`src/verilog/nfcd_regs.svh`:
```
/*
 * Constants for the flash command front end: command codes, status bit
 * positions, reset values and the buffer word limit.
 * Assumes inclusion by bare name from design files only.
 */
`ifndef NFCD_REGS_SVH
`define NFCD_REGS_SVH

`define NFCD_CMD_READ_ARRAY 8'hff
`define NFCD_CMD_READ_STATUS 8'h70
`define NFCD_CMD_READ_IDENT 8'h90
`define NFCD_CMD_READ_QUERY 8'h98
`define NFCD_CMD_CLEAR_STATUS 8'h50
`define NFCD_CMD_WORD_PROG 8'h40
`define NFCD_CMD_WORD_PROG_ALT 8'h10
`define NFCD_CMD_BUF_PROG 8'he8
`define NFCD_CMD_CONFIRM 8'hd0
`define NFCD_CMD_FACTORY_SETUP 8'h80
`define NFCD_CMD_ERASE_SETUP 8'h20
`define NFCD_CMD_SUSPEND 8'hb0
`define NFCD_CMD_LOCK_SETUP 8'h60
`define NFCD_CMD_LOCK 8'h01
`define NFCD_CMD_LOCK_DOWN 8'h2f
`define NFCD_CMD_SET_CONFIG 8'h03
`define NFCD_CMD_PROT_SETUP 8'hc0

`define NFCD_SR_READY 7
`define NFCD_SR_ERASE_SUSP 6
`define NFCD_SR_ERASE_ERR 5
`define NFCD_SR_PROG_ERR 4
`define NFCD_SR_PROG_SUSP 2
`define NFCD_SR_RESET 8'h80

`define NFCD_CONFIG_RESET 16'hbfcf
`define NFCD_BUF_MAX_WORDS 32

`endif

```
`src/verilog/nfcd_pkg.sv`:
```
/*
 * Types shared by the flash command front end modules.
 * Assumes nothing beyond a SystemVerilog compiler.
 */
package nfcd_pkg;

   // Read state selected by the last read command.
   typedef enum logic [3:0] {
      NFCD_RD_ARRAY = 4'h1,
      NFCD_RD_STATUS = 4'h2,
      NFCD_RD_IDENT = 4'h4,
      NFCD_RD_QUERY = 4'h8
   } nfcd_rdstate_t;

   // Command sequence state of the front end.
   typedef enum logic [8:0] {
      NFCD_CS_IDLE = 9'h001,
      NFCD_CS_WORD = 9'h002,
      NFCD_CS_BCOUNT = 9'h004,
      NFCD_CS_BDATA = 9'h008,
      NFCD_CS_BCONF = 9'h010,
      NFCD_CS_FSETUP = 9'h020,
      NFCD_CS_FACTORY = 9'h040,
      NFCD_CS_SECOND = 9'h080,
      NFCD_CS_PROT = 9'h100
   } nfcd_cmdstate_t;

   // Operation handed to the write state machine.
   typedef enum logic [2:0] {
      NFCD_OP_WORD = 3'h0,
      NFCD_OP_BUFFER = 3'h1,
      NFCD_OP_FACTORY = 3'h2,
      NFCD_OP_ERASE = 3'h3,
      NFCD_OP_PROT = 3'h4
   } nfcd_op_t;

endpackage

```
`src/verilog/nfcd_stream_if.sv`:
```
/*
 * Valid/ready word stream between the front end and its buffer.
 * Assumes both ends share one clock.
 */
`timescale 1ns/1ps
`default_nettype none

interface nfcd_stream_if #(parameter int WIDTH = 16);
   logic valid;
   logic ready;
   logic [WIDTH-1:0] data;
   modport source (output valid, output data, input ready);
   modport sink (input valid, input data, output ready);
endinterface

`default_nettype wire

```
`src/verilog/nfcd_fifo.sv`:
```
/*
 * Flip-flop FIFO with valid/ready on both sides.
 * Assumes one clock and an active-low asynchronous reset.
 */
`timescale 1ns/1ps
`default_nettype none

module nfcd_fifo #(
   parameter int WIDTH = 16,
   parameter int DEPTH = 8
) (
   input wire logic clk,
   input wire logic rst_b,
   input wire logic flush,
   nfcd_stream_if.sink inSide,
   nfcd_stream_if.source outSide
);
   localparam int AW = $clog2(DEPTH);

   // Pointer arithmetic only works for power-of-two depths.
   if (DEPTH < 2 || (1 << AW) != DEPTH) begin : g_depth_check
      $error("DEPTH must be a power of two of at least 2.");
   end

   logic [WIDTH-1:0] mem_q [DEPTH];
   logic [AW:0] wrPtr_q;
   logic [AW:0] rdPtr_q;
   logic [WIDTH-1:0] outData_q;
   logic outValid_q;

   // Full and empty come straight from the pointers.
   wire isFull = (wrPtr_q[AW] != rdPtr_q[AW]) && (wrPtr_q[AW-1:0] == rdPtr_q[AW-1:0]);
   wire isEmpty = (wrPtr_q == rdPtr_q);
   wire doPush = inSide.valid && !isFull;
   wire loadOut = !isEmpty && (!outValid_q || outSide.ready);
   assign inSide.ready = !isFull;
   assign outSide.valid = outValid_q;
   assign outSide.data = outData_q;

   // Storage write; the array itself needs no reset.
   always_ff @(posedge clk) begin
      if (doPush) mem_q[wrPtr_q[AW-1:0]] <= inSide.data;
   end

   // Pointers and the registered output stage.
   always_ff @(posedge clk or negedge rst_b) begin
      if (!rst_b) begin
         wrPtr_q <= '0;
         rdPtr_q <= '0;
         outValid_q <= 1'b0;
         outData_q <= '0;
      end else if (flush) begin
         wrPtr_q <= '0;
         rdPtr_q <= '0;
         outValid_q <= 1'b0;
      end else begin
         if (doPush) wrPtr_q <= wrPtr_q + 1'b1;
         if (loadOut) begin
            rdPtr_q <= rdPtr_q + 1'b1;
            outData_q <= mem_q[rdPtr_q[AW-1:0]];
            outValid_q <= 1'b1;
         end else if (outSide.ready) begin
            outValid_q <= 1'b0;
         end
      end
   end

   no_overflow_a: assert property (@(posedge clk) disable iff (!rst_b)
      (AW+1)'(wrPtr_q - rdPtr_q) <= (AW+1)'(DEPTH)) else $error("FIFO holds more words than its depth.");
endmodule

`default_nettype wire

```
`src/verilog/nfcd_command_front_end.sv`:
```
/*
 * Command front end of a parallel NOR flash: decodes command writes, keeps the
 * read state, status word, read configuration and lock bits, and hands program
 * and erase work to the write state machine through start/done handshakes.
 * Assumes host strobes are asynchronous pins and the array engine is on clk.
 */
// Notes on behaviour
// - Code ff selects array reads.
// - Code 70 or accepted operation selects status.
// - Code 90 selects identifier reads.
// - Code 98 selects query reads.
// - Error bits stay until clear-status 50.
// - Word program: setup then address and word.
// - Busy accepts only status read and suspend.
// - Buffered: e8, count, words, then d0.
// - Factory fill: 80, d0, then data only.
// - Erase: 20 then d0 at block address.
// - Erase setup without confirm sets bits 4,5.
// - Code b0 suspends, sets bit 2/6 and 7.
// - Suspend holds until resume d0 or reset.
// - Code d0 while suspended resumes.
// - After 60: 01 lock, d0 unlock, 2f down.
// - Unlock of locked-down block does nothing.
// - Protection program: c0 then address and data.
// - Code 60 then 03 stores address as config.
// - Reset pin aborts running operation.
// - Reset leaves array read state.
// - Reset sets status word to 80.
// - Write captured on first rising strobe.
`timescale 1ns/1ps
`default_nettype none
`include "nfcd_regs.svh"

module nfcd_command_front_end #(
   parameter int ADDR_W = 23,
   parameter int DATA_W = 16,
   parameter int BLOCK_W = 8,
   parameter int FIFO_DEPTH = 8
) (
   input wire logic clk,
   input wire logic rst_b,
   input wire logic chipSelect_n,
   input wire logic writeEnable_n,
   input wire logic [ADDR_W-1:0] addrPin,
   input wire logic [DATA_W-1:0] dataPin,
   output nfcd_pkg::nfcd_rdstate_t readState,
   output logic [7:0] statusWord,
   output logic [15:0] readConfigValue,
   output logic [2**BLOCK_W-1:0] blockLocked,
   output logic [2**BLOCK_W-1:0] blockLockedDown,
   output logic opStart,
   output nfcd_pkg::nfcd_op_t opKind,
   output logic [ADDR_W-1:0] wordTargetAddr,
   output logic [DATA_W-1:0] opData,
   output logic [5:0] bufWordCount,
   input wire logic opDone,
   input wire logic opFail,
   input wire logic suspendAck,
   output logic suspendReq,
   output logic resumeReq,
   output logic factoryActive,
   input wire logic factoryExit,
   output logic streamValid,
   output logic [DATA_W-1:0] streamData,
   input wire logic streamReady,
   output logic hostWriteReady
);
   // Refuse widths that the decode and the configuration store cannot serve.
   if (DATA_W < 8 || ADDR_W < 16 || BLOCK_W >= ADDR_W) begin : g_width_check
      $error("Unsupported width parameters.");
   end

   // Strobe pins pass two flip-flops before anything looks at them.
   logic [1:0] ceSync_q;
   logic [1:0] weSync_q;
   logic wrActive_q;
   logic [ADDR_W-1:0] addrSync1_q;
   logic [ADDR_W-1:0] addrSync2_q;
   logic [DATA_W-1:0] dataSync1_q;
   logic [DATA_W-1:0] dataSync2_q;
   always_ff @(posedge clk or negedge rst_b) begin
      if (!rst_b) begin
         ceSync_q <= 2'h3;
         weSync_q <= 2'h3;
         addrSync1_q <= '0;
         addrSync2_q <= '0;
         dataSync1_q <= '0;
         dataSync2_q <= '0;
      end else begin
         ceSync_q <= {ceSync_q[0], chipSelect_n};
         weSync_q <= {weSync_q[0], writeEnable_n};
         addrSync1_q <= addrPin;
         addrSync2_q <= addrSync1_q;
         dataSync1_q <= dataPin;
         dataSync2_q <= dataSync1_q;
      end
   end

   // A write ends when either strobe rises first; bus values are taken then.
   wire writeLow = !ceSync_q[1] && !weSync_q[1];
   wire writeEnd = wrActive_q && !writeLow;
   logic [ADDR_W-1:0] wrAddr_q;
   logic [DATA_W-1:0] wrData_q;
   always_ff @(posedge clk or negedge rst_b) begin
      if (!rst_b) begin
         wrActive_q <= 1'b0;
         wrAddr_q <= '0;
         wrData_q <= '0;
      end else begin
         wrActive_q <= writeLow;
         if (writeLow) begin
            wrAddr_q <= addrSync2_q;
            wrData_q <= dataSync2_q;
         end
      end
   end

   nfcd_pkg::nfcd_cmdstate_t cmd_q;
   nfcd_pkg::nfcd_cmdstate_t cmd_d;
   nfcd_pkg::nfcd_rdstate_t rd_q;
   nfcd_pkg::nfcd_rdstate_t rd_d;
   logic [7:0] sr_q;
   logic [7:0] sr_d;
   logic busy_q;
   logic suspended_q;
   logic suspErase_q;
   logic [7:0] second_q;
   logic [5:0] remain_q;

   // Command decode on the low byte of the latched data.
   wire [7:0] code = wrData_q[7:0];
   wire isConfirm = (code == `NFCD_CMD_CONFIRM);
   wire [BLOCK_W-1:0] blk = wrAddr_q[ADDR_W-1 -: BLOCK_W];
   wire inIdle = (cmd_q == nfcd_pkg::NFCD_CS_IDLE);
   wire inFactory = (cmd_q == nfcd_pkg::NFCD_CS_FACTORY);
   wire busyGate = busy_q && !suspended_q;
   wire takeSuspend = writeEnd && inIdle && busyGate && (code == `NFCD_CMD_SUSPEND);
   wire takeResume = writeEnd && inIdle && suspended_q && isConfirm;

   // Buffer stands between host data writes and the program engine.
   nfcd_stream_if #(.WIDTH(DATA_W)) bufIn ();
   nfcd_stream_if #(.WIDTH(DATA_W)) bufOut ();
   wire pushWord = writeEnd && (cmd_q == nfcd_pkg::NFCD_CS_BDATA || inFactory);
   assign bufIn.valid = pushWord;
   assign bufIn.data = wrData_q;
   assign bufOut.ready = streamReady;
   assign streamValid = bufOut.valid;
   assign streamData = bufOut.data;
   assign hostWriteReady = bufIn.ready;
   nfcd_fifo #(.WIDTH(DATA_W), .DEPTH(FIFO_DEPTH)) dataBuffer (
      .clk(clk),
      .rst_b(rst_b),
      .flush(factoryExit && inFactory),
      .inSide(bufIn.sink),
      .outSide(bufOut.source)
   );

   // Next-state decode of the command sequence.
   logic startOp;
   nfcd_pkg::nfcd_op_t opKind_d;
   always_comb begin
      cmd_d = cmd_q;
      rd_d = rd_q;
      sr_d = sr_q;
      startOp = 1'b0;
      opKind_d = nfcd_pkg::NFCD_OP_WORD;
      if (writeEnd) begin
         case (cmd_q)
            nfcd_pkg::NFCD_CS_IDLE: begin
               if (busyGate) begin
                  if (code == `NFCD_CMD_READ_STATUS) rd_d = nfcd_pkg::NFCD_RD_STATUS;
               end else begin
                  case (code)
                     `NFCD_CMD_READ_ARRAY: rd_d = nfcd_pkg::NFCD_RD_ARRAY;
                     `NFCD_CMD_READ_STATUS: rd_d = nfcd_pkg::NFCD_RD_STATUS;
                     `NFCD_CMD_READ_IDENT: rd_d = nfcd_pkg::NFCD_RD_IDENT;
                     `NFCD_CMD_READ_QUERY: rd_d = nfcd_pkg::NFCD_RD_QUERY;
                     `NFCD_CMD_CLEAR_STATUS: sr_d = sr_q & 8'hc4;
                     `NFCD_CMD_WORD_PROG: cmd_d = nfcd_pkg::NFCD_CS_WORD;
                     `NFCD_CMD_WORD_PROG_ALT: cmd_d = nfcd_pkg::NFCD_CS_WORD;
                     `NFCD_CMD_BUF_PROG: cmd_d = nfcd_pkg::NFCD_CS_BCOUNT;
                     `NFCD_CMD_FACTORY_SETUP: cmd_d = nfcd_pkg::NFCD_CS_FSETUP;
                     `NFCD_CMD_ERASE_SETUP,
                     `NFCD_CMD_LOCK_SETUP: cmd_d = nfcd_pkg::NFCD_CS_SECOND;
                     `NFCD_CMD_PROT_SETUP: cmd_d = nfcd_pkg::NFCD_CS_PROT;
                     default: cmd_d = cmd_q;
                  endcase
               end
            end
            nfcd_pkg::NFCD_CS_WORD: begin
               startOp = 1'b1;
               opKind_d = nfcd_pkg::NFCD_OP_WORD;
               cmd_d = nfcd_pkg::NFCD_CS_IDLE;
            end
            nfcd_pkg::NFCD_CS_PROT: begin
               startOp = 1'b1;
               opKind_d = nfcd_pkg::NFCD_OP_PROT;
               cmd_d = nfcd_pkg::NFCD_CS_IDLE;
            end
            nfcd_pkg::NFCD_CS_BCOUNT: begin
               cmd_d = nfcd_pkg::NFCD_CS_BDATA;
            end
            nfcd_pkg::NFCD_CS_BDATA: begin
               if (remain_q == 6'h0) cmd_d = nfcd_pkg::NFCD_CS_BCONF;
            end
            nfcd_pkg::NFCD_CS_BCONF: begin
               cmd_d = nfcd_pkg::NFCD_CS_IDLE;
               if (isConfirm) begin
                  startOp = 1'b1;
                  opKind_d = nfcd_pkg::NFCD_OP_BUFFER;
               end else begin
                  sr_d[`NFCD_SR_PROG_ERR] = 1'b1;
                  sr_d[`NFCD_SR_ERASE_ERR] = 1'b1;
                  rd_d = nfcd_pkg::NFCD_RD_STATUS;
               end
            end
            nfcd_pkg::NFCD_CS_FSETUP: begin
               if (isConfirm) begin
                  cmd_d = nfcd_pkg::NFCD_CS_FACTORY;
                  startOp = 1'b1;
                  opKind_d = nfcd_pkg::NFCD_OP_FACTORY;
               end else begin
                  cmd_d = nfcd_pkg::NFCD_CS_IDLE;
                  sr_d[`NFCD_SR_PROG_ERR] = 1'b1;
                  sr_d[`NFCD_SR_ERASE_ERR] = 1'b1;
                  rd_d = nfcd_pkg::NFCD_RD_STATUS;
               end
            end
            nfcd_pkg::NFCD_CS_FACTORY: begin
               cmd_d = cmd_q;
            end
            nfcd_pkg::NFCD_CS_SECOND: begin
               cmd_d = nfcd_pkg::NFCD_CS_IDLE;
               if (second_q == `NFCD_CMD_ERASE_SETUP) begin
                  if (isConfirm) begin
                     startOp = 1'b1;
                     opKind_d = nfcd_pkg::NFCD_OP_ERASE;
                  end else begin
                     sr_d[`NFCD_SR_PROG_ERR] = 1'b1;
                     sr_d[`NFCD_SR_ERASE_ERR] = 1'b1;
                     rd_d = nfcd_pkg::NFCD_RD_STATUS;
                  end
               end else if (!(code == `NFCD_CMD_LOCK || isConfirm || code == `NFCD_CMD_LOCK_DOWN
                              || code == `NFCD_CMD_SET_CONFIG)) begin
                  sr_d[`NFCD_SR_PROG_ERR] = 1'b1;
                  sr_d[`NFCD_SR_ERASE_ERR] = 1'b1;
               end else if (code == `NFCD_CMD_SET_CONFIG) begin
                  rd_d = nfcd_pkg::NFCD_RD_ARRAY;
               end
            end
            default: cmd_d = nfcd_pkg::NFCD_CS_IDLE;
         endcase
      end
      if (startOp) rd_d = nfcd_pkg::NFCD_RD_STATUS;
      if (startOp || takeResume) sr_d[`NFCD_SR_READY] = 1'b0;
      if (takeResume) begin
         sr_d[`NFCD_SR_PROG_SUSP] = 1'b0;
         sr_d[`NFCD_SR_ERASE_SUSP] = 1'b0;
      end
      if (suspendAck && busyGate) begin
         sr_d[`NFCD_SR_READY] = 1'b1;
         if (suspErase_q) sr_d[`NFCD_SR_ERASE_SUSP] = 1'b1;
         else sr_d[`NFCD_SR_PROG_SUSP] = 1'b1;
      end
      if (opDone && busyGate) sr_d[`NFCD_SR_READY] = 1'b1;
      if (opFail && busyGate) sr_d[`NFCD_SR_PROG_ERR] = 1'b1;
      if (factoryExit && inFactory) cmd_d = nfcd_pkg::NFCD_CS_IDLE;
   end

   // Sequence, read state and status registers; reset aborts everything.
   always_ff @(posedge clk or negedge rst_b) begin
      if (!rst_b) begin
         cmd_q <= nfcd_pkg::NFCD_CS_IDLE;
         rd_q <= nfcd_pkg::NFCD_RD_ARRAY;
         sr_q <= `NFCD_SR_RESET;
         busy_q <= 1'b0;
         suspended_q <= 1'b0;
         suspErase_q <= 1'b0;
         second_q <= 8'h00;
      end else begin
         cmd_q <= cmd_d;
         rd_q <= rd_d;
         sr_q <= sr_d;
         if (writeEnd && inIdle && !busyGate) second_q <= code;
         if (startOp) begin
            busy_q <= 1'b1;
            suspErase_q <= (opKind_d == nfcd_pkg::NFCD_OP_ERASE);
         end else if (opDone && busyGate) begin
            busy_q <= 1'b0;
         end
         if (suspendAck && busyGate) suspended_q <= 1'b1;
         else if (takeResume) suspended_q <= 1'b0;
      end
   end

   // Buffered word count, launch outputs and suspend requests.
   always_ff @(posedge clk or negedge rst_b) begin
      if (!rst_b) begin
         remain_q <= 6'h0;
         bufWordCount <= 6'h0;
         opStart <= 1'b0;
         opKind <= nfcd_pkg::NFCD_OP_WORD;
         wordTargetAddr <= '0;
         opData <= '0;
         suspendReq <= 1'b0;
         resumeReq <= 1'b0;
      end else begin
         if (writeEnd && cmd_q == nfcd_pkg::NFCD_CS_BCOUNT) begin
            remain_q <= wrData_q[5:0];
            bufWordCount <= wrData_q[5:0];
         end else if (pushWord && cmd_q == nfcd_pkg::NFCD_CS_BDATA && remain_q != 6'h0) begin
            remain_q <= remain_q - 6'h1;
         end
         opStart <= startOp;
         if (startOp) begin
            opKind <= opKind_d;
            wordTargetAddr <= wrAddr_q;
            opData <= wrData_q;
         end
         suspendReq <= takeSuspend;
         resumeReq <= takeResume;
      end
   end

   // Read configuration and block lock bits.
   wire lockCycle = writeEnd && cmd_q == nfcd_pkg::NFCD_CS_SECOND && second_q == `NFCD_CMD_LOCK_SETUP;
   always_ff @(posedge clk or negedge rst_b) begin
      if (!rst_b) begin
         readConfigValue <= `NFCD_CONFIG_RESET;
         blockLocked <= '1;
         blockLockedDown <= '0;
      end else if (lockCycle) begin
         if (code == `NFCD_CMD_SET_CONFIG) readConfigValue <= wrAddr_q[15:0];
         if (code == `NFCD_CMD_LOCK) blockLocked[blk] <= 1'b1;
         if (code == `NFCD_CMD_LOCK_DOWN) begin
            blockLocked[blk] <= 1'b1;
            blockLockedDown[blk] <= 1'b1;
         end
         if (isConfirm && !blockLockedDown[blk]) blockLocked[blk] <= 1'b0;
      end
   end

   assign readState = rd_q;
   assign statusWord = sr_q;
   assign factoryActive = inFactory;

   status_on_start_a: assert property (@(posedge clk) disable iff (!rst_b)
      startOp |=> (rd_q == nfcd_pkg::NFCD_RD_STATUS) && !sr_q[`NFCD_SR_READY])
      else $error("Accepted operation did not select status.");
   array_cmd_a: assert property (@(posedge clk) disable iff (!rst_b)
      writeEnd && inIdle && !busyGate && code == `NFCD_CMD_READ_ARRAY |=> rd_q == nfcd_pkg::NFCD_RD_ARRAY)
      else $error("Array read command ignored.");
   busy_filter_a: assert property (@(posedge clk) disable iff (!rst_b)
      writeEnd && inIdle && busyGate && code != `NFCD_CMD_READ_STATUS |=> $stable(rd_q))
      else $error("Command accepted while busy.");
   error_sticky_a: assert property (@(posedge clk) disable iff (!rst_b)
      sr_q[`NFCD_SR_PROG_ERR] && !(writeEnd && code == `NFCD_CMD_CLEAR_STATUS) |=> sr_q[`NFCD_SR_PROG_ERR])
      else $error("Error bit dropped without clear.");
   erase_seq_a: assert property (@(posedge clk) disable iff (!rst_b)
      writeEnd && cmd_q == nfcd_pkg::NFCD_CS_SECOND && second_q == `NFCD_CMD_ERASE_SETUP && !isConfirm
      |=> sr_q[5:4] == 2'h3 && rd_q == nfcd_pkg::NFCD_RD_STATUS)
      else $error("Bad erase confirm not flagged.");
   suspend_hold_a: assert property (@(posedge clk) disable iff (!rst_b)
      suspended_q && !takeResume |=> suspended_q)
      else $error("Suspend released without resume.");
   suspend_req_a: assert property (@(posedge clk) disable iff (!rst_b)
      takeSuspend |=> suspendReq ##1 !suspendReq)
      else $error("Suspend request not one pulse.");
   lockdown_keep_a: assert property (@(posedge clk) disable iff (!rst_b)
      lockCycle && isConfirm && blockLockedDown[blk] |=> blockLocked[$past(blk)])
      else $error("Locked-down block was unlocked.");
   factory_stay_a: assert property (@(posedge clk) disable iff (!rst_b)
      inFactory && !factoryExit |=> cmd_q == nfcd_pkg::NFCD_CS_FACTORY)
      else $error("Factory fill left without exit.");
   config_store_a: assert property (@(posedge clk) disable iff (!rst_b)
      lockCycle && code == `NFCD_CMD_SET_CONFIG |=> readConfigValue == $past(wrAddr_q[15:0]))
      else $error("Configuration value not stored.");
endmodule

`default_nettype wire

```
`config.mk`:
```
export PLATFORM = sky130hd
export DESIGN_NAME = nfcd_command_front_end
export DESIGN_NICKNAME = d
export VERILOG_FILES = /design/src/verilog/nfcd_pkg.sv /design/src/verilog/nfcd_stream_if.sv /design/src/verilog/nfcd_fifo.sv /design/src/verilog/nfcd_command_front_end.sv
export VERILOG_INCLUDE_DIRS = /design/src /design/src/verilog
export SDC_FILE = /design/constraint.sdc
export NUM_CORES = 1
export LEC_CHECK = 0
export ABC_CLOCK_PERIOD_IN_PS = 3600
export BUFFER_PORTS_ARGS = -buffer_cell sky130_fd_sc_hd__buf_2
export CAP_MARGIN = 20
export CORE_MARGIN = 5
export CORE_UTILIZATION = 45
export DETAILED_ROUTE_END_ITERATION = 7
export GPL_TIMING_DRIVEN = 0
export PLACE_DENSITY = 0.69
export SETUP_SLACK_MARGIN = 0.3
export SLEW_MARGIN = 0
export SYNTH_ARGS = -nofsm -noshare
export SYNTH_HDL_FRONTEND = slang
export SYNTH_SLANG_ARGS = --single-unit
export TNS_END_PERCENT = 100
```
`constraint.sdc`:
```
create_clock -name clk -period 3.6 [get_ports clk]
set_input_delay 0.36 -clock clk [delete_from_list [all_inputs] [get_ports clk]]
set_output_delay 0.36 -clock clk [all_outputs]
set_load 0.02 [all_outputs]
```
==> impl_metrics.yaml, run 1 <==
detailed_routing:
  routedWlPerCell_um: 29.5
  via_per_inst: 5.95
  drtIter0Drc: 3062
  antenna_left: 0
  drtPass1Iterations: 6
  num_vias: 28500
  wirelength_mm: 142
  drc: 0
yosys:
  synth_edf_count: 128
  synth_area_sq_um: 35800
  ys_top_cells_by_area: "dfrtp_1 34%, dfstp_2 20%, edfxtp_1 11%"
  synth.largest_area_cell: "dfrtp_1"
  async_flop_share: 0.856
  synth_seq_cells: 889
  synth.top_cell.area_share: 0.339
  syn_avg_cell_area_sq_um: 12.7
  post_synth_inst_count: 2829
  yosysWarnings: 0
  ys_seq_area_frac: 0.648
  synth_flop_cell: "dfrtp_1"
  synth_cell_types: 68
worst_setup_path:
  endpoint_kind: "register"
  worst_path_most_repeated_cell: "buf_8"
  path_cells: "buf_8 > buf_12 > buf_8 > mux2i_2 > a22oi_1 > and3_1 > nor4_1 > nand3_1 > nor3_4 > buf_6 > a31oi_1"
  worstPathArrival_ns: 3.83
  critical_path.max_fanout: 10
  worst_path_max_delay_cell: "dfrtp_2"
  start_kind: "register"
  max_stage_delay_ns: 0.47
  required_ns: 4.15
  crit_type: "reg2reg"
clocking:
  clock_path_buffers: 3
  insertion_delay_ns: 0.68
  cts.sinks: 889
  cts_max_level: 3
  path_clk_slew_ns: 0.06
  clockRootBuffer: "clkbuf_16"
  cts_tree: "done"
  cts_buffers: 93
timing:
  max_freq_mhz: 304
  fin_skew_ns: 0.0731
  slew_violations: 0
  tightest_slew_ns: 1.13
  timing.final.hold_violations: 0
  grt_setup_unrepaired: "yes"
  fin_ws_ns: 0.316
  finalCritPeriodShare: 0.912
  period_minus_slack_ns: 3.28
  setup_viol: 0
  timing.hold.ws_ns: 0.110
  relSlewSlack: 0.244
floorplan:
  die-height_um: 292
  io_pins: 658
  die_area_sq_um: 85400
  core.rowCount: 103
  core_area_sq_um: 79000
  start_util: 0.454
  die_w_um: 292
cells_and_area:
  fin_util: 0.574
  final_cell_mix: "704 x buf_2, 481 x dfrtp_1, 406 x a21oi_1"
  fillers: 6553
  nets: 3716
  fin_area_sq_um: 45300
  area_growth_pct: 26.5
  layout_commonest_cell: "buf_2"
  drive_above_1_share: 0.398
grt:
  grt_pass1_wl_mm: 205
  track_usage: 0.324
  grt_overflow: 0
  antenna_found_initial: 3
  first_global_vias: 28900
  grt_max_degree: 109
power:
  ir_drop_v: 0.000460
  p_leak_nw: 22.7
  power.total_mw: 25.5
  powerDensity_nw_per_um2: 562
flow_run:
  drv_cap: 0
placed_design:
  dpl-instance-area_sq_um: 40900
  gp_congestion: 0.932
  io_buffers: 654
  place_hpwl_mm: 103
  pre_cts_slack_ns: -1.36
worst_hold_path:
  hp-class: "in2reg"
outcome:
  status: "finished clean"
-- report_power, final --
part	switching, mW	internal (mW)	total [mW]
combinational	2.68	1.47	4.15
clock	4.24	5.93	10.2
sequential	0.376	10.8	11.2
-- what timing repair did --
item                                   in CTS  in global routing
buffers inserted                           15                  3
pin swaps                                   6                  7
hold buffers                               47                  0
setup endpoints to repair                 657                456
resized for setup                         132                 84
endpoints found under the hold margin      85                  0
-- per-layer routing --
metal / part of all wire / GRT usage / up-vias / wire length, um
li1: - / - / 12000 / -
met1: 0.37 / 0.416 / 14500 / 53100
met2: 0.46 / 0.503 / 1672 / 64600
met3: 0.11 / 0.107 / 382 / 15900
met4: 0.057 / 0.150 / 0 / 8090
met5: 0 / 0 / - / 0
-- cell type report --
| cell class | instances | area, sq um | area share |
|---|---|---|---|
| sequential | 889 | 23200 | 0.513 |
| timing repair buffer | 740 | 4310 | 0.0951 |
| clock buffer | 139 | 2710 | 0.0598 |
| inverter | 17 | 63.8 | 0.00141 |
| multi-input combinational | 1717 | 11900 | 0.262 |
| antenna | 1 | 2.50 | 0.0000552 |
| buffer | 207 | 1240 | 0.0274 |
| clock inverter | 37 | 568 | 0.0125 |
| tap | 1050 | 1310 | 0.0290 |
-- cell usage after synthesis, types with 5 or more instances --
cell      count
or3_1         7
a211oi_1      7
nand3b_1      7
xor2_1        6
nor2b_1      14
dfstp_2     276
nor3b_1       6
xnor2_1      12
o21ai_0      54
nor3_1       16
nor4_1       12
buf_2        72
a21o_1      257
or2_2         7
nand2b_1     11
a221oi_1      5
nand2_1      84
dfrtp_1     485
clkbuf_1    115
buf_1         7
nor2_1      299
mux4_2       65
o31ai_1       5
mux2_2      104
nand4_1      12
buf_4        13
and3_1        9
nand3_1      25
mux2i_1      85
a31oi_1     125
a21oi_1     407
edfxtp_1    128
inv_1        17
a22oi_1      19
-- stage by stage --
step | TNS (ns) | std cells
2_1_floorplan | 0 | 2831
3_3_place_gp | -9595.40 | 4535
3_5_place_dp | -275.10 | 4553
4_1_cts | 0 | 4790
5_1_grt | 0 | 4797
6_report | 0 | 4797
-- critical path, delay by kind of cell, from the launching register on --
family / cells / cell delay, ns
compound gates: 2 / 0.24
buf+inv: 4 / 0.90
flops: 1 / 0.47
mux: 1 / 0.32
simple gates: 4 / 1.21
-- final timing paths --
kind / start / to / slack, ns / cells past startpoint
worst min-delay path: factoryExit / cmd_q[0]$_DFFE_PN1P_ / 0.11 / 3
min in group asynchronous: rst_b / blockLockedDown[101]$_DFFE_PN0P_ / 0.33 / 2
worst max register to register: wrAddr_q[16]$_DFFE_PN0P_ / register / 0.32 / 11
worst min register to register: addrSync1_q[8]$_DFF_PN0_ / addrSync2_q[8]$_DFF_PN0_ / 0.29 / 0
worst max-delay path: wrAddr_q[16]$_DFFE_PN0P_ / register / 0.32 / 11
max in group asynchronous: rst_b / readConfigValue[13]$_DFFE_PN1P_ / 1.24 / 5
-- cell families after synthesis --
logic type / count (synthesis) / share of synthesized area
XOR/XNOR: 18 / 0.00440
AO/OA/AOI/OAI: 901 / 0.153
other: 1 / 0.000105
buffers and inverters: 225 / 0.0277
AND/OR/NAND/NOR: 537 / 0.0677
adder cells (fa/ha/maj): 3 / 0.00105
multiplexers: 255 / 0.0976
flip-flops: 889 / 0.648
(Power assumes the default switching activity.)
==> run 2: changes to the inputs <==
--- a/config.mk
+++ b/config.mk
@@ -6,14 +6,14 @@
 export SDC_FILE = /design/constraint.sdc
 export NUM_CORES = 1
 export LEC_CHECK = 0
-export ABC_CLOCK_PERIOD_IN_PS = 3600
+export ABC_CLOCK_PERIOD_IN_PS = 3900
 export BUFFER_PORTS_ARGS = -buffer_cell sky130_fd_sc_hd__buf_2
 export CAP_MARGIN = 20
 export CORE_MARGIN = 5
 export CORE_UTILIZATION = 45
 export DETAILED_ROUTE_END_ITERATION = 7
 export GPL_TIMING_DRIVEN = 0
-export PLACE_DENSITY = 0.69
+export PLACE_DENSITY = 0.67
 export SETUP_SLACK_MARGIN = 0.3
 export SLEW_MARGIN = 0
 export SYNTH_ARGS = -nofsm -noshare
==> constraint.sdc (replaced) <==
create_clock -name clk -period 3.9 [get_ports clk]
set_input_delay 0.39 -clock clk [delete_from_list [all_inputs] [get_ports clk]]
set_output_delay 0.39 -clock clk [all_outputs]
set_load 0.02 [all_outputs]
==> run 2 against run 1 <==
Effect of this change: clock power is 4% lower; register-to-register slack better by 0.03 ns; critical path depth is the same; combinational power fell by 9.9%; sequential cell count unchanged; clock-buffer cell count fell by 14; sequential share of layout area up 0.22 points; setup slack better by 0.030 ns; die area did not move; first-iteration DRC count down 7.7%.
==> impl_metrics.yaml, run 2 (synthesis results as in run 1) <==
floorplan:
  core_area_sq_um: 79000
  core.rowCount: 103
  die_area_sq_um: 85400
  die-height_um: 292
  start_util: 0.454
  die_w_um: 292
  io_pins: 658
placed_design:
  io_buffers: 654
  place_hpwl_mm: 103
  dp.cells: 4558
  gp_congestion: 0.917
power:
  ir_drop_v: 0.000375
  powerDensity_nw_per_um2: 528
  power.total_mw: 23.8
  p_leak_nw: 22.6
grt:
  antenna_found_initial: 5
  busiest_layer: "met2"
  grt_overflow: 0
  first_global_vias: 28600
  grt_max_degree: 127
  grt_pass1_wl_mm: 204
  met1_usage: 0.412
  track_usage: 0.323
  use_met3: 0.110
  use_met2: 0.504
detailed_routing:
  wirelength_mm: 141
  via_per_inst: 5.96
  routedWlPerCell_um: 29.5
  num_vias: 28600
  drtIter0Drc: 2827
  antenna_left: 0
  drc: 0
  drtPass1Iterations: 6
timing:
  grt_setup_unrepaired: "yes"
  relSlewSlack: 0.205
  timing.final.hold_violations: 0
  setup_viol: 0
  max_freq_mhz: 281
  fin_skew_ns: 0.0490
  finalCritPeriodShare: 0.911
  tightest_slew_ns: 1.19
  period_minus_slack_ns: 3.55
  setup_tns_ns: 0
  slew_violations: 0
  timing.hold.ws_ns: 0.162
worst_setup_path:
  startpoint: "wrAddr_q[18]$_DFFE_PN0P_"
  critical_path.max_fanout: 10
  crit_type: "reg2reg"
  endpoint_kind: "register"
  start_kind: "register"
  required_ns: 4.46
  worstReg2RegStart: "wrAddr_q[18]$_DFFE_PN0P_"
  worstPathArrival_ns: 4.12
flow_run:
  drv_cap: 0
cells_and_area:
  final_cell_mix: "711 x buf_2, 481 x dfrtp_1, 406 x a21oi_1"
  area_growth_pct: 25.9
  nets: 3713
  fillers: 6605
  multi_input_area_sq_um: 11800
  layout_commonest_cell: "buf_2"
  drive_above_1_share: 0.390
  regArea_sq_um: 23200
  fin_cells: 4793
worst_hold_path:
  min_from: "factoryExit"
  hp-class: "in2reg"
outcome:
  status: "finished clean"
clocking:
  cts_max_level: 3
  cts_buffers: 92
  clock_path_buffers: 3
  path_clk_slew_ns: 0.07
  clockRootBuffer: "clkbuf_16"
  insertion_delay_ns: 0.68
  cts.sinks: 889
  cts_tree: "done"
## run 2: changes by cell type in the layout (fill, tap and decap cells not counted), sizes merged
cell	change
buf	-12
bufinv	+7
clkbuf	-4
clkinv	+11
clkinvlp	-4
inv	-2
## run 2: area by class of cell
class / count / share of cell area
inverters: 17 / 0.00141
clock inverters: 49 / 0.0179
flip-flops and latches: 889 / 0.515
well taps: 1050 / 0.0291
plain buffers: 208 / 0.0236
multi-input cells: 1717 / 0.261
clock buffers: 125 / 0.0580
diodes: 1 / 0.0000555
repair buffers: 737 / 0.0943
## run 2: power by group
group | switching, mW | internal [mW] | leakage (nW)
Clock | 3.94 | 5.83 | 1.67
Sequential | 0.365 | 9.96 | 10.4
Combinational | 2.43 | 1.31 | 10.6
## run 2: timing repair
action	4_1_cts	5_1_grt
gates resized for setup	56	71
endpoints found under the setup margin	603	332
hold endpoints to repair	109	0
pin swaps	1	2
hold buffers	47	0
buffers inserted	6	4
## run 2: worst paths after layout
check | depth (start not counted) | end | slack (ns)
min reg2reg | 0 | addrSync2_q[11]$_DFF_PN0_ | 0.34
max reg2reg | 11 | register | 0.35
max in group asynchronous | 6 | asynchronous set/reset pin | 0.96
max | 11 | register | 0.35
min | 3 | cmd_q[0]$_DFFE_PN1P_ | 0.16
min in group asynchronous | 2 | blockLockedDown[153]$_DFFE_PN0P_ | 0.36
## run 2: layer usage
layer	wire, um	share of wire	vias to the layer above
met4	7420	0.052	4
met3	15400	0.11	347
met1	53200	0.38	14600
met5	50	0.00035	-
li1	-	-	12000
met2	65400	0.46	1615
## run 2: metrics by stage
| stage | area (sq um) | worst slack [ns] | utilization |
|---|---|---|---|
| floorplan | 35800 | 0.333 | - |
| global placement | 40400 | -13.88 | 0.512 |
| detailed placement | 40900 | -1.17 | 0.517 |
| CTS | 44900 | 0.222 | 0.569 |
| global route | 45100 | 0.251 | 0.571 |
| finish | 45100 | 0.345 | 0.571 |
## run 2: critical path: stages (launching register included)
cell      delay, ns
dfrtp_1        0.32
buf_2          0.28
buf_2          0.38
buf_4          0.35
inv_1          0.34
nor2_2         0.32
nand2_2        0.34
clkbuf_1       0.43
buf_8          0.27
nor2_1         0.19
a21oi_1        0.10
a31oi_1        0.15
